### config.mk
export PLATFORM = sky130hd
export DESIGN_NAME = smrc_top
export DESIGN_NICKNAME = d
export VERILOG_FILES = /design/src/pkg/smrc_pkg.sv /design/src/verilog/smrc_sync.sv /design/src/verilog/smrc_rise.sv /design/src/verilog/smrc_top.sv
export SDC_FILE = /design/constraint.sdc
export NUM_CORES = 1
export LEC_CHECK = 0
export BUFFER_PORTS_ARGS = -buffer_cell sky130_fd_sc_hd__buf_2
export CAP_MARGIN = 20
export CELL_PAD_IN_SITES_DETAIL_PLACEMENT = 0
export CELL_PAD_IN_SITES_GLOBAL_PLACEMENT = 1
export CORE_AREA = 3 3 75 77
export CTS_BUF_LIST = sky130_fd_sc_hd__clkbuf_16
export DETAILED_ROUTE_END_ITERATION = 10
export DIE_AREA = 0 0 78 80
export PLACE_DENSITY = 0.85
export SETUP_SLACK_MARGIN = 0.05
export SLEW_MARGIN = 20
export SYNTH_ARGS = -nofsm -noshare
export SYNTH_HDL_FRONTEND = slang
export SYNTH_SLANG_ARGS = --single-unit
### constraint.sdc
create_clock -name pclk -period 1.6 [get_ports pclk]
set_clock_uncertainty 0.15 [all_clocks]
set_input_delay 0.16 -clock pclk [delete_from_list [all_inputs] [get_ports pclk]]
set_output_delay 0.16 -clock pclk [all_outputs]
set_load 0.005 [all_outputs]
### src/pkg/smrc_pkg.sv
// Shared constants and types for the supply monitor and reset control block
package smrc_pkg;

   // ------------------------------------------------------------------
   // Register map: indices, byte address is four times the index
   // ------------------------------------------------------------------
   localparam int          ADDR_W          = 32;
   localparam logic [15:0] IDX_CLEAR_CTRL  = 16'hff80;
   localparam logic [15:0] IDX_DETECT_CTRL = 16'hff81;
   localparam logic [15:0] IDX_LEVEL_SEL   = 16'hff82;

   // ------------------------------------------------------------------
   // Field positions and widths
   // ------------------------------------------------------------------
   localparam int CAUSE_BIT   = 2;
   localparam int MASK_BIT    = 1;
   localparam int STOP_BIT    = 0;
   localparam int DET_EN_BIT  = 7;
   localparam int DET_OUT_BIT = 0;
   localparam int LEVEL_W     = 3;
   localparam int SYNC_STAGES = 2;

   // ------------------------------------------------------------------
   // Values after reset
   // ------------------------------------------------------------------
   localparam logic [7:0] CLEAR_CTRL_RST   = 8'h00;
   localparam logic [7:0] CLEAR_CTRL_POC   = 8'h04;
   localparam logic [7:0] DETECT_CTRL_RST  = 8'h00;
   localparam logic [7:0] LEVEL_SEL_RST    = 8'h00;

   // ------------------------------------------------------------------
   // Types
   // ------------------------------------------------------------------
   typedef enum logic [1:0] {
      SMRC_POC_SWITCH     = 2'b00,
      SMRC_POC_ALWAYS_ON  = 2'b01,
      SMRC_POC_ALWAYS_OFF = 2'b10
   } smrc_poc_variant_t;

   typedef struct packed {
      logic cause;
      logic mask;
      logic stop;
   } smrc_clear_ctrl_t;

   typedef struct packed {
      logic enable;
      logic out_flag;
   } smrc_detect_t;

   function automatic logic [ADDR_W-1:0] smrc_byte_addr(
      input logic [15:0] idx
   );
      return {14'h0000, idx, 2'b00};
   endfunction : smrc_byte_addr

endpackage : smrc_pkg

### src/verilog/smrc_sync.sv
// Two-stage synchroniser for asynchronous level inputs
`timescale 1ns/10ps
module smrc_sync
   import smrc_pkg::*;
#(
   parameter int WIDTH = 1
) (
   input  wire logic             pclk,
   input  wire logic             presetn,
   input  wire logic [WIDTH-1:0] async_in,
   output logic      [WIDTH-1:0] sync_out
);

   logic [WIDTH-1:0] meta_ff;
   logic [WIDTH-1:0] sync_ff;

   // First stage feeds only the second stage
   always_ff @(posedge pclk or negedge presetn) begin
      if (!presetn) begin
         meta_ff <= '0;
         sync_ff <= '0;
      end else begin
         meta_ff <= async_in;
         sync_ff <= meta_ff;
      end
   end

   assign sync_out = sync_ff;

endmodule : smrc_sync

### src/verilog/smrc_rise.sv
// Rising-edge detector giving a one-cycle pulse
`timescale 1ns/10ps
module smrc_rise
   import smrc_pkg::*;
(
   input  wire logic pclk,
   input  wire logic presetn,
   input  wire logic level_in,
   output logic      rise_pulse
);

   logic last_ff;

   always_ff @(posedge pclk or negedge presetn) begin
      if (!presetn) begin
         last_ff <= 1'b0;
      end else begin
         last_ff <= level_in;
      end
   end

   assign rise_pulse = level_in & ~last_ff;

endmodule : smrc_rise

### src/verilog/smrc_top.sv
// Supply monitor and reset control block with its APB register file
`timescale 1ns/10ps

// Operation
// - Active unmasked clear monitor, low supply: reset
// - Clear monitor keeps running in standby
// - Enabled detector, low supply: raise interrupt
// - Detector stops during standby
// - Variant: switchable, always on, always off
// - Programmable part forces the switchable variant
// - Cause flag bit 2 marks monitor reset
// - Mask bit 1 blocks monitor reset
// - Stop bit 0 halts the monitor
// - Control resets 00H, 04H after monitor reset
// - Control register takes bit or byte writes
// - Detector enable bit gates the detector
// - Read-only output flag shows low supply
// - Detector control clears to 00H on reset
// - Three-bit level select, upper bits zero
// - Writing control bits 0 to 2 clears cause
// - Interrupt only on comparator rising edge; also raised when enable or standby exit finds the comparator low
// - Enable is bit 7; detection waits for it
module smrc_top
   import smrc_pkg::*;
#(
   parameter smrc_poc_variant_t POC_VARIANT      = SMRC_POC_SWITCH,
   parameter bit                PROGRAMMABLE_PART = 1'b0
) (
   input  wire logic              pclk,
   input  wire logic              presetn,
   input  wire logic              psel,
   input  wire logic              penable,
   input  wire logic              pwrite,
   input  wire logic [ADDR_W-1:0] paddr,
   input  wire logic [31:0]       pwdata,
   input  wire logic [3:0]        pstrb,
   output logic      [31:0]       prdata,
   output logic                   pready,
   output logic                   pslverr,
   input  wire logic              clear_cmp_low,
   input  wire logic              detect_cmp_low,
   input  wire logic              standby,
   output logic                   internal_reset,
   output logic                   low_supply_irq,
   output logic      [LEVEL_W-1:0] detect_level,
   output logic                   detect_power_on
);

   // ------------------------------------------------------------------
   // Variant selection
   // ------------------------------------------------------------------
   // A programmable part carries only the switchable monitor
   localparam smrc_poc_variant_t EFF_VARIANT =
      PROGRAMMABLE_PART ? SMRC_POC_SWITCH : POC_VARIANT;
   localparam bit IS_SWITCH = (EFF_VARIANT == SMRC_POC_SWITCH);
   localparam bit IS_ON     = (EFF_VARIANT == SMRC_POC_ALWAYS_ON);

   // ------------------------------------------------------------------
   // Registers
   // ------------------------------------------------------------------
   smrc_clear_ctrl_t   clear_ff;
   smrc_clear_ctrl_t   nxt_clear;
   logic               det_en_ff;
   logic               nxt_det_en;
   logic [LEVEL_W-1:0] level_ff;
   logic [LEVEL_W-1:0] nxt_level;
   logic               det_pwr_ff;
   logic               nxt_det_pwr;
   logic               int_reset_ff;
   logic               nxt_int_reset;
   logic               irq_ff;
   logic [31:0]        rdata_ff;
   logic [31:0]        nxt_rdata;

   // ------------------------------------------------------------------
   // Comparator synchronisation
   // ------------------------------------------------------------------
   logic [1:0] cmp_sync;
   logic       clear_low_s;
   logic       detect_low_s;

   smrc_sync #(
      .WIDTH    (2)
   ) u_cmp_sync (
      .pclk     (pclk),
      .presetn  (presetn),
      .async_in ({clear_cmp_low, detect_cmp_low}),
      .sync_out (cmp_sync)
   );

   assign clear_low_s  = cmp_sync[1];
   assign detect_low_s = cmp_sync[0];

   // ------------------------------------------------------------------
   // APB decode
   // ------------------------------------------------------------------
   wire hit_clear  = (paddr == smrc_byte_addr(IDX_CLEAR_CTRL));
   wire hit_detect = (paddr == smrc_byte_addr(IDX_DETECT_CTRL));
   wire hit_level  = (paddr == smrc_byte_addr(IDX_LEVEL_SEL));
   wire hit_any    = hit_clear | hit_detect | hit_level;
   wire access     = psel & penable;
   wire setup      = psel & ~penable;
   // Only the low byte lane holds register bits
   wire lane0      = pstrb[0];
   wire wr_ok      = access & pwrite & hit_any & lane0;
   wire wr_clear   = wr_ok & hit_clear;
   wire wr_detect  = wr_ok & hit_detect;
   wire wr_level   = wr_ok & hit_level;

   // ------------------------------------------------------------------
   // Clear monitor
   // ------------------------------------------------------------------
   // Stop and mask bits matter only in the switchable variant
   wire poc_active = IS_SWITCH ? ~clear_ff.stop : IS_ON;
   wire poc_mask   = IS_SWITCH & clear_ff.mask;
   // Standby does not gate this path, so the monitor works in it
   wire poc_fire   = poc_active & clear_low_s & ~poc_mask;

   assign nxt_int_reset = poc_fire;

   // ------------------------------------------------------------------
   // Low-voltage detector
   // ------------------------------------------------------------------
   // Comparator bank powers up on enable and only drops at standby
   // or reset; clearing the enable bit leaves it running.
   assign nxt_det_pwr = standby          ? 1'b0 :
                        det_en_ff        ? 1'b1 :
                                           det_pwr_ff;

   wire det_active = det_en_ff & ~standby;
   wire det_low    = det_active & detect_low_s;
   wire det_rise;

   smrc_rise u_det_rise (
      .pclk       (pclk),
      .presetn    (presetn),
      .level_in   (det_low),
      .rise_pulse (det_rise)
   );

   // ------------------------------------------------------------------
   // Next register values
   // ------------------------------------------------------------------
   always_comb begin
      nxt_clear = clear_ff;
      if (wr_clear) begin
         nxt_clear.stop  = pwdata[STOP_BIT];
         nxt_clear.mask  = pwdata[MASK_BIT];
         nxt_clear.cause = 1'b0;
      end
      // A monitor reset wins over a same-cycle write
      if (int_reset_ff) begin
         nxt_clear = smrc_clear_ctrl_t'(CLEAR_CTRL_POC[2:0]);
      end
   end

   assign nxt_det_en = int_reset_ff ? DETECT_CTRL_RST[DET_EN_BIT] :
                       wr_detect    ? pwdata[DET_EN_BIT] :
                                      det_en_ff;

   assign nxt_level  = int_reset_ff ? LEVEL_SEL_RST[LEVEL_W-1:0] :
                       wr_level     ? pwdata[LEVEL_W-1:0] :
                                      level_ff;

   // ------------------------------------------------------------------
   // Read data, captured in the setup cycle
   // ------------------------------------------------------------------
   wire [7:0] rd_clear  = {5'b0_0000, clear_ff.cause,
                           clear_ff.mask, clear_ff.stop};
   wire [7:0] rd_detect = {det_en_ff, 6'b00_0000, det_low};
   wire [7:0] rd_level  = {5'b0_0000, level_ff};

   assign nxt_rdata = !setup     ? rdata_ff :
                      hit_clear  ? {24'h00_0000, rd_clear} :
                      hit_detect ? {24'h00_0000, rd_detect} :
                      hit_level  ? {24'h00_0000, rd_level} :
                                   32'h0000_0000;

   // ------------------------------------------------------------------
   // Flip-flops
   // ------------------------------------------------------------------
   always_ff @(posedge pclk or negedge presetn) begin
      if (!presetn) begin
         clear_ff     <= smrc_clear_ctrl_t'(CLEAR_CTRL_RST[2:0]);
         det_en_ff    <= DETECT_CTRL_RST[DET_EN_BIT];
         level_ff     <= LEVEL_SEL_RST[LEVEL_W-1:0];
         det_pwr_ff   <= 1'b0;
         int_reset_ff <= 1'b0;
         irq_ff       <= 1'b0;
         rdata_ff     <= 32'h0000_0000;
      end else begin
         clear_ff     <= nxt_clear;
         det_en_ff    <= nxt_det_en;
         level_ff     <= nxt_level;
         det_pwr_ff   <= nxt_det_pwr;
         int_reset_ff <= nxt_int_reset;
         irq_ff       <= det_rise;
         rdata_ff     <= nxt_rdata;
      end
   end

   // ------------------------------------------------------------------
   // Outputs
   // ------------------------------------------------------------------
   // Zero wait states; unmapped addresses answer with an error
   assign pready          = 1'b1;
   assign pslverr         = access & ~hit_any;
   assign prdata          = rdata_ff;
   assign internal_reset  = int_reset_ff;
   assign low_supply_irq  = irq_ff;
   assign detect_level    = level_ff;
   assign detect_power_on = det_pwr_ff;

endmodule : smrc_top

Word-level counts from Yosys, hierarchy flattened --
Cells that the tools add are included.
Word-level totals: bits in registers 47, latch bits 0, RAM bits 0, ROM bits 0, input port bits 76, output and inout bits 40, memories 0
Operators by class: add/subtract/negate cells 0, $mul 0, divide/modulo/power cells 0, order comparisons 0, eq/ne operators 3, shifts and indexed selects 0, multiplexer cells 11, bitwise logic cells 22, reductions and logical operators 4
Operators by type and width (count):
- $eq 32x18->1 const B | 3
- $mux 8 | 2
- $mux 3 | 5
- $and 1x1->1 | 14
- $reduce_bool 2->1 | 4
- $not 1->1 | 6
- $mux 1 | 4
- $or 1x1->1 | 2

Longest topological paths before layout --
Gate-level depths: netlist of the first run.
depth after elaboration 8, gate-level depth with buffers 5

Hierarchy --
From an unflattened synthesis of the first run, not the netlist that was laid out.
Unflattened totals: cell total of the unflattened synthesis 117, area total of the unflattened synthesis 1169.9 µm²
By module, submodules not included:
- smrc_top | instances 1, cells each 111, area each 1031.0 µm², sequential area each 350.3 µm²
- smrc_sync | instances 1, cells each 4, area each 100.1 µm², sequential area each 100.1 µm²
- smrc_rise | instances 1, cells each 2, area each 38.8 µm², sequential area each 25.0 µm²

Worst setup path before layout of the first run --
Ideal clock, no wire load.
kind input to register, from input port paddr[29], to register rdata_ff[1] (netlist: prdata[1]), library setup time 0.104 ns, data arrival time 1.213 ns, path slack 0.134 ns, cell stages on the path 4, cells stage by stage nor4_2 > nand4_2 > or2_4 > o41ai_2
On the way: cells in the longest elaborated chain, start to end 4, elaborated cells between the ends (all ways) 6
Ends and longest elaborated chain:
- start, declared | line smrc_top.sv:34 | input wire logic [ADDR_W-1:0] paddr,
- $eq 32x18->1 | line smrc_top.sv:99 | wire hit_level = (paddr == smrc_byte_addr(IDX_LEVEL_SEL));
- $mux 3 | line smrc_top.sv:176 | hit_level ? {24'h00_0000, rd_level} :
- $mux 8 | line smrc_top.sv:175 | hit_detect ? {24'h00_0000, rd_detect} :
- $mux 8 (*) | line smrc_top.sv:174 | hit_clear ? {24'h00_0000, rd_clear} :
- end signal, assigned | line smrc_top.sv:198 | rdata_ff <= nxt_rdata;
- end, declared | line smrc_top.sv:72 | logic [31:0] rdata_ff;
Every way passes the cells marked *; elsewhere a longest branch is shown, timed or not. A chain may end at the register's enable or synchronous reset.

Worst setup path after layout of the first run --
from input port paddr[7], to output port pslverr
On the way: cells in the longest elaborated chain, start to end 5, elaborated cells between the ends (all ways) 7
Ends and longest elaborated chain:
- $eq 32x18->1, on equally long branches | line smrc_top.sv:97, smrc_top.sv:98
- $or 1x1->1 | line smrc_top.sv:100 | wire hit_any = hit_clear | hit_detect | hit_level;
- $or 1x1->1 (*) | line smrc_top.sv:100
- $not 1->1 (*) | line smrc_top.sv:207 | assign pslverr = access & ~hit_any;
- $and 1x1->1 (*) | line smrc_top.sv:207
- end, declared | line smrc_top.sv:39 | output logic pslverr,
Marked as above.

==> results.cfg, run 1 <==
[status]
run_status = finished clean

[worst_setup_path]
timing.critical_path.slowest_stage_cell = nor4b_4
worstSetupStartpointType = input pin
timing.rr.end = prdata[7]$_DFFE_PN0P_
path_cells = buf_6, nor4b_4, nand4_4, a211o_1, and3_1, buf_2
worst_setup_path_endpoint = pslverr
cp.buffers_inverters = 2
critical_path_peak_fanout = 2
crit_arrival_ns = 1.22
critical-path-top-delay-family = simple AND/OR/NAND/NOR gates
worst-r2r-cell-count = 3
path_depth = 6
endpoint_kind = primary output
reg2reg_setup_slack_ns = 0.40
timing.rr.start = det_en_ff$_DFFE_PN0P_
setup.worst_path.start = paddr[7]
timing_worst_setup_path_type = in -> out
critical-path-max-stage-delay_ns = 0.31
timing.critical_path.required_ns = 1.29

[clock_network]
path_clk_slew_ns = 0.05
max-clock-path-buffers = 2
cts_num_sinks = 19
h-tree-depth = 1
worstSkewPairLatency_ns = 0.25
cts_inserted_buffers = 3
tritoncts = built
cts.root.buffer_cell = clkbuf_16

[timing]
grt_setup_unrepaired = yes
max_freq_mhz = 652.3
final.min_clock_period_ns = 1.533
finalSetupViolations = 0
post-route-worst-setup-slack_ns = 0.06688
timing.final.max_slew_violations = 0
period_utilization_pct = 95.82
report.final.hold_viol_count = 0

[floorplan]
chipHeight_um = 80
initial_core_util_pct = 24.29
die_x_um = 78
ios = 116
design.die.area_um2 = 6240
floorplan_core_area_um2 = 5075
core.rowCount = 26

[power]
ir_drop_mv = 0.3660
p_leak_uw = 0.0008700
p_sw_share_pct = 21.94
power_frac_comb_pct = 13.6
switchingPower_uw = 252.4
intPower_uw = 898.1
power_frac_seq_pct = 42.8
clkPwrFrac_pct = 43.5
powerDensity_nw_per_um2 = 673.6

[logic_synthesis]
yosys.area_share.simple_pct = 28.32
yosys.area_share.adder_pct = 0
synth.most_common_cell = buf_4
post_synth_mux_area_share_pct = 6.497
yosysSeqAreaShare_pct = 38.58
share_of_async_settable_or_async_resettable_flops_after_synthesis_pct = 100.0
post-synth-top-area-fraction_pct = 38.58
synth_compound_gate_area_share_pct = 5.888
synth_top_family_by_area = simple AND/OR/NAND/NOR gates
synth.lib_cells_used.distinct = 31
synthesis.yosys.warnings = 0
synth.top_cells.by_area = dfrtp_1, buf_4, mux2i_1, nand2b_1, nor4b_4
netlist_instances = 117
netlist_top_cells_count = buf_4, dfrtp_1, nand2b_1, mux2i_1, nand2_1
ys_ff_latch = 19
synth_enable_flop_cells = 0
synth_flop_cell = dfrtp_1
post_synth_xor_area_fraction_pct = 0
mean_post_synth_cell_area_um2 = 10.53
synth_top_area_cell = dfrtp_1
netlist_area_um2 = 1232

[job]
max-cap-violations = 0

[drt]
dr.pass1.iters = 4
routed_wire_length_per_instance_um = 11.63
viasPerCell = 3.827
dr.first_iter.drc_count = 38
vias = 953
totalWireLength_mm = 2.896
drc = 0
ant_nets = 0

[placement]
finalWeightedCongestion = 0.6872
post-place-cells = 239
place_ws_ns = -0.1894
port-buffer-count = 55
detailed_place.area_um2 = 1486
hpwl_mm = 2.255

[final_layout]
n_antenna_cell = 0
layout.area.seq_um2 = 475.5
multi_input_area_um2 = 654.4
drive_gt1_share_pct = 42.46
final_cell_count_no_fill = 249
stdcell_area_um2 = 1708
filler_cell_count = 542
flow.area_growth_from_synthesis_pct = 38.58
nets = 256

[grt]
overall_fraction_of_global_route_tracks_in_use_pct = 9.054
grt_start_max_net_pins = 20
first_global_vias = 992
grt_first_pass_wirelength_mm = 4.471
antenna_found_initial = 0
global_route.overflow_total = 0

[min_path]
holdPathStages = 3
hold_path.class = in -> reg
==> how the worst min path moves through the flow <==
stage                    from                           to  slack, ns
global placement      presetn     low_supply_irq$_DFF_PN0_      -0.03
floorplan             presetn      clear_ff[0]$_DFFE_PN0P_      -0.29
finish              pwdata[2]  detect_level[2]$_DFFE_PN0P_       0.02
CTS                 pwdata[2]  detect_level[2]$_DFFE_PN0P_       0.02
global route        pwdata[2]  detect_level[2]$_DFFE_PN0P_       0.03
detailed placement    presetn     low_supply_irq$_DFF_PN0_      -0.03
==> logic make-up (layout without fill, tap and decap cells) <==
| logic type | after synthesis | count (layout) |
|---|---|---|
| AND/OR/NAND/NOR | 43 | 43 |
| buffers and inverters | 37 | 72 |
| flip-flops | 19 | 19 |
| AO/OA/AOI/OAI | 8 | 8 |
| multiplexers | 8 | 8 |
| other | 2 | 29 |
==> final cells by class <==
class,instances,area share (%)
timing repair buffer,64,23.22
multi-input combinational,88,38.31
sequential,19,27.84
clock inverter,1,0.2198
inverter,4,0.8791
tap,70,5.128
clock buffer,3,4.396
==> power by group through the flow <==
| stage | clock network, µW | registers, µW | logic, µW |
|---|---|---|---|
| 2_1_floorplan | 0 | 501 | 102 |
| 3_5_place_dp | 0 | 501 | 129 |
| 6_report | 501 | 493 | 157 |
| 4_1_cts | 509 | 493 | 147 |
| 3_3_place_gp | 0 | 501 | 127 |
| 5_1_grt | 528 | 494 | 176 |
==> sequential cells by signal, indices dropped and copies added (netlist names) <==
register / flops
u_cmp_sync.meta_ff: 2
detect_power_on: 1
internal_reset: 1
prdata: 4
low_supply_irq: 1
det_en_ff: 1
clear_ff: 2
u_det_rise.last_ff: 1
u_cmp_sync.sync_out: 2
detect_level: 3
poc_mask: 1
==> worst reg2reg max path, stage by stage, from the launching register on <==
cell and delay, ns:
dfrtp_1 0.42, inv_1 0.05, or3_1 0.36, o21ai_0 0.14
==> layer usage <==
layer	part of all wire, %	vias up	GRT usage [%]
met5	0	-	0
met4	1.4	0	4.021
li1	-	465	-
met3	5.8	5	1.693
met1	38	446	9.448
met2	55	37	17.47
==> repair_timing <==
| item | in CTS | in global routing |
|---|---|---|
| hold endpoints to repair | 24 | 0 |
| hold buffers | 4 | 0 |
| pin swaps | 7 | 3 |
| setup endpoints to repair | 1 | 5 |
| setup buffers | 2 | 0 |
| resized for setup | 5 | 7 |
==> layout by cell type, fill, tap and decap left out, drive strengths merged <==
| cell type | instances |
|---|---|
| nor3b | 1 |
| a211o | 1 |
| a31oi | 1 |
| inv | 5 |
| nor3 | 2 |
| o21ai | 1 |
| mux2i | 8 |
| and4b | 1 |
| a21oi | 1 |
| dlygate4sd3 | 4 |
| dfrtp | 19 |
| o21bai | 1 |
| or3 | 2 |
| o31ai | 1 |
| nor2 | 5 |
| nand2b | 12 |
| o41ai | 2 |
| and3 | 1 |
| conb | 29 |
| clkbuf | 3 |
| nand4 | 3 |
| nand4b | 1 |
| and4 | 1 |
| or2 | 1 |
| nand2 | 6 |
| nor4 | 4 |
| nor4b | 3 |
| buf | 60 |
==> stage by stage <==
| step | hold slack, ns | power, µW | setup TNS [ns] | utilization, % |
|---|---|---|---|---|
| after floorplan | -0.2856 | 603.1 | 0 | - |
| after global placement | -0.03383 | 628.1 | -1.102 | 29.29 |
| after detailed placement | -0.03211 | 630.4 | -1.249 | 29.29 |
| after CTS | 0.02339 | 1148 | 0 | 32.64 |
| after global routing | 0.03132 | 1197 | -0.006362 | 33.65 |
| final | 0.01892 | 1150 | 0 | 33.65 |
(Power assumes the default switching activity.)
==> inputs of run 2 (changes only) <==
--- a/config.mk
+++ b/config.mk
@@ -10,7 +10,7 @@
 export CELL_PAD_IN_SITES_DETAIL_PLACEMENT = 0
 export CELL_PAD_IN_SITES_GLOBAL_PLACEMENT = 1
 export CORE_AREA = 3 3 75 77
-export CTS_BUF_LIST = sky130_fd_sc_hd__clkbuf_16
+export CTS_BUF_LIST = sky130_fd_sc_hd__clkbuf_2 sky130_fd_sc_hd__clkbuf_4 sky130_fd_sc_hd__clkbuf_8
 export DETAILED_ROUTE_END_ITERATION = 10
 export DIE_AREA = 0 0 78 80
 export PLACE_DENSITY = 0.85
==> results.cfg, run 2 (synthesized netlist as in run 1, its figures left out) <==
[drt]
dr.pass1.iters = 3
ant_nets = 0
dr.first_iter.drc_count = 45
vias = 942
totalWireLength_mm = 2.882
routed_wire_length_per_instance_um = 11.57
drc = 0
viasPerCell = 3.783

[grt]
grt_start_max_net_pins = 20
global_route.overflow_total = 0
grt_first_pass_wirelength_mm = 4.353
overall_fraction_of_global_route_tracks_in_use_pct = 8.720
antenna_found_initial = 0
first_global_vias = 975

[clock_network]
path_clk_slew_ns = 0.07
cts_num_sinks = 19
h-tree-depth = 1
worstSkewPairLatency_ns = 0.25
cts.root.buffer_cell = clkbuf_8
cts_inserted_buffers = 3
tritoncts = built
max-clock-path-buffers = 2

[placement]
detailed_place.area_um2 = 1486
hpwl_mm = 2.255
finalWeightedCongestion = 0.6872
port-buffer-count = 55

[timing]
finalSetupViolations = 0
max_freq_mhz = 654.0
final.min_clock_period_ns = 1.529
grt_setup_unrepaired = yes
period_utilization_pct = 95.56
hold_ws_ns = 0.01354
timing.final.max_slew_violations = 0
report.final.hold_viol_count = 0

[floorplan]
die_x_um = 78
initial_core_util_pct = 24.29
design.die.area_um2 = 6240
ios = 116
floorplan_core_area_um2 = 5075
chipHeight_um = 80
core.rowCount = 26

[worst_setup_path]
critical_path_peak_fanout = 2
crit_arrival_ns = 1.22
timing_worst_setup_path_type = in -> out
endpoint_kind = primary output
timing.critical_path.required_ns = 1.29
worstSetupStartpointType = input pin
reg2reg_setup_slack_ns = 0.40

[final_layout]
flow.area_growth_from_synthesis_pct = 36.65
multi_input_area_um2 = 654.4
final_common_cell = buf_2
drive_gt1_share_pct = 43.02
layout.area.seq_um2 = 475.5
largest_register_ff_count = 4
nets = 256
stdcell_area_um2 = 1684
final_cell_mix = buf_2, conb_1, dfrtp_1, nand2b_1
post-route-util_pct = 33.19
n_antenna_cell = 0
filler_cell_count = 547

[job]
max-cap-violations = 0

[power]
ir_drop_mv = 0.2666
powerDensity_nw_per_um2 = 588.6
p_leak_uw = 0.0008560

[status]
run_status = finished clean

[min_path]
hold_path.class = in -> reg
==> run 2: cell count changes in the layout (fill, tap and decap cells not counted), sizes merged <==
cell,change
clkbuf,+1
inv,-1
==> run 2: critical path, cell delays in order <==
cell	delay, ns
buf_6	0.10
nor4b_4	0.31
nand4_4	0.12
a211o_1	0.27
and3_1	0.14
buf_2	0.12
==> run 2: path summary, 6_finish.rpt <==
kind,from,to,cells after the start
min,pwdata[2],detect_level[2]$_DFFE_PN0P_,3
max,paddr[6],pslverr,6
max in group asynchronous,presetn,u_cmp_sync.meta_ff[1]$_DFF_PN0_,2
min reg2reg,u_cmp_sync.meta_ff[1]$_DFF_PN0_,u_cmp_sync.sync_out[1]$_DFF_PN0_,0
min in group asynchronous,presetn,prdata[0]$_DFFE_PN0P_,2
max reg2reg,det_en_ff$_DFFE_PN0P_,prdata[7]$_DFFE_PN0P_,3
==> run 2: timing repair <==
| action | CTS | global route |
|---|---|---|
| pin swaps | 7 | 5 |
| buffers inserted | 2 | 0 |
| setup endpoints to repair | 1 | 5 |
| gates resized for setup | 5 | 8 |
| endpoints found under the hold margin | 24 | 0 |
| hold buffers | 4 | 0 |
==> run 2: power by group <==
| group | internal [µW] | switching, µW | total (µW) |
|---|---|---|---|
| registers | 489 | 2.99 | 492 |
| logic | 77.6 | 81.0 | 159 |
| clock network | 194 | 147 | 341 |
| total | 760 | 231 | 991 |
==> run 2: area by class of cell <==
cell class | count | area share, %
multi-input combinational | 88 | 38.86
sequential | 19 | 28.23
timing repair buffer | 64 | 23.92
tap | 70 | 5.201
clock buffer | 4 | 2.897
inverter | 4 | 0.8915
==> run 2: layer usage <==
layer | wire length [µm] | vias to the layer above | global-route usage, %
li1 | - | 463 | -
met4 | 9 | 0 | 3.497
met2 | 1629 | 34 | 16.87
met5 | 0 | - | 0
met3 | 163 | 2 | 1.354
met1 | 1080 | 443 | 9.379
==> run 2: per-stage QoR <==
stage               setup TNS, ns  instances  power, µW  setup WS [ns]
finish                          0        249      991.2        0.07098
global route           -0.0003343        249       1042     -0.0003343
CTS                             0        249      989.3        0.04493
detailed placement         -1.249        239      630.4        -0.1894
global placement           -1.102        239      628.1        -0.1693
floorplan                       0        144      603.1         0.1337
==> inputs of run 3 (changes only) <==
--- a/config.mk
+++ b/config.mk
@@ -9,11 +9,11 @@
 export CAP_MARGIN = 20
 export CELL_PAD_IN_SITES_DETAIL_PLACEMENT = 0
 export CELL_PAD_IN_SITES_GLOBAL_PLACEMENT = 1
-export CORE_AREA = 3 3 75 77
+export CORE_AREA = 3 3 72 74
 export CTS_BUF_LIST = sky130_fd_sc_hd__clkbuf_2 sky130_fd_sc_hd__clkbuf_4 sky130_fd_sc_hd__clkbuf_8
 export DETAILED_ROUTE_END_ITERATION = 10
-export DIE_AREA = 0 0 78 80
-export PLACE_DENSITY = 0.85
+export DIE_AREA = 0 0 75 77
+export PLACE_DENSITY = 0.91
 export SETUP_SLACK_MARGIN = 0.05
 export SLEW_MARGIN = 20
 export SYNTH_ARGS = -nofsm -noshare
==> constraint.sdc (replaced) <==
create_clock -name pclk -period 1.83 [get_ports pclk]
set_clock_uncertainty 0.15 [all_clocks]
set_input_delay 0.183 -clock pclk [delete_from_list [all_inputs] [get_ports pclk]]
set_output_delay 0.183 -clock pclk [all_outputs]
set_load 0.005 [all_outputs]
==> results.cfg, run 3 (synthesized netlist as in run 1, its figures left out) <==
[final_layout]
final_common_cell = buf_2
drive_gt1_share_pct = 41.48
largest_register_ff_count = 4
nets = 253
flow.area_growth_from_synthesis_pct = 27.00
n_antenna_cell = 0
final_cell_mix = buf_2, conb_1, dfrtp_1, nand2b_1, mux2i_1
final_cell_count_no_fill = 230

[clock_network]
max-clock-path-buffers = 2
h-tree-depth = 1
cts_num_sinks = 19
tritoncts = built
cts_inserted_buffers = 3
worstSkewPairLatency_ns = 0.25
cts.root.buffer_cell = clkbuf_8
path_clk_slew_ns = 0.07

[worst_setup_path]
critical_path_peak_fanout = 4
reg2reg_setup_slack_ns = 0.65
worst-r2r-cell-count = 3
crit_arrival_ns = 1.36
endpoint_kind = primary output
worstSetupStartpointType = input pin
timing_worst_setup_path_type = in -> out
timing.critical_path.required_ns = 1.50

[timing]
grt_setup_unrepaired = no
timing.final.max_slew_violations = 0
max_freq_mhz = 591.2
period_utilization_pct = 92.43
report.final.hold_viol_count = 0
finalSetupViolations = 0
totalNegativeSetupSlack_ns = 0
final.min_clock_period_ns = 1.692

[grt]
first_global_vias = 958
grt_first_pass_wirelength_mm = 4.257
overall_fraction_of_global_route_tracks_in_use_pct = 9.475
antenna_found_initial = 0
grt_start_max_net_pins = 20
global_route.overflow_total = 0

[power]
design_power_total_uw = 857.9
ir_drop_mv = 0.2219
powerDensity_nw_per_um2 = 548.1
p_leak_uw = 0.0008039

[min_path]
hold_path.class = in -> reg
holdPathStages = 3

[drt]
totalWireLength_mm = 2.759
dr.pass1.iters = 4
viasPerCell = 4.070
routed_wire_length_per_instance_um = 12.00
ant_nets = 0
vias = 936
dr.first_iter.drc_count = 36
drc = 0

[placement]
finalWeightedCongestion = 0.7541
port-buffer-count = 55
hpwl_mm = 2.215
post-place-cells = 220

[floorplan]
chipHeight_um = 77
design.die.area_um2 = 5775
floorplan_core_area_um2 = 4661
ios = 116
initial_core_util_pct = 26.44
die_x_um = 75
core.rowCount = 25

[status]
run_status = finished clean

[job]
max-cap-violations = 0
==> run 3: changes by cell type in the layout (fill, tap and decap cells not counted), sizes merged <==
cell  delta
buf      -3
==> run 3: where the power goes <==
part	switching (µW)	total, µW	internal, µW
Combinational	67.5	124	56.7
Clock	134	304	170
Sequential	2.26	430	428
Total	204	858	654
==> run 3: worst paths after layout <==
path,startpoint,to
max in group asynchronous,presetn,poc_mask$_DFFE_PN0P_
max,paddr[23],pslverr
min,pwdata[2],detect_level[2]$_DFFE_PN0P_
min reg2reg,u_cmp_sync.meta_ff[0]$_DFF_PN0_,u_cmp_sync.sync_out[0]$_DFF_PN0_
min in group asynchronous,presetn,u_cmp_sync.meta_ff[0]$_DFF_PN0_
max reg2reg,det_en_ff$_DFFE_PN0P_,prdata[7]$_DFFE_PN0P_
==> run 3: routing by layer <==
layer,vias up,share of wire [%],track usage [%]
li1,459,-,-
met1,435,37,10.18
met2,37,53,16.99
met3,5,8.4,2.097
met4,0,1.8,4.270
met5,-,0,0
==> run 3: repair_timing <==
action / in CTS / in global routing
hold buffers: 4 / 0
setup endpoints to repair: 0 / 1
endpoints found under the hold margin: 24 / 0
gates resized for setup: 0 / 2
setup buffers: 0 / 2
==> run 3: layout make-up <==
cell class	count	area [µm²]
flip-flops and latches	19	475.5
repair buffers	61	330.3
well taps	54	67.56
multi-input cells	88	628.1
clock buffers	4	48.80
inverters	4	15.01
fillers	471	3095
==> run 3: worst max-delay path, stage by stage <==
cell     delay, ns
buf_2         0.11
nor4_4        0.27
nand4_2       0.21
a211o_1       0.32
and3_1        0.14
buf_2         0.12
==> run 3: metrics by stage <==
step	area (µm²)	hold WS [ns]	worst slack, ns	util (%)
after global placement	1444	-0.01233	0.05362	30.98
after detailed placement	1444	-0.006778	0.05966	30.98
final	1565	0.03267	0.1385	33.58
after global routing	1565	0.06106	0.06399	33.58
after floorplan	1334	-0.2626	0.3407	-
after CTS	1533	0.02775	0.06188	32.89
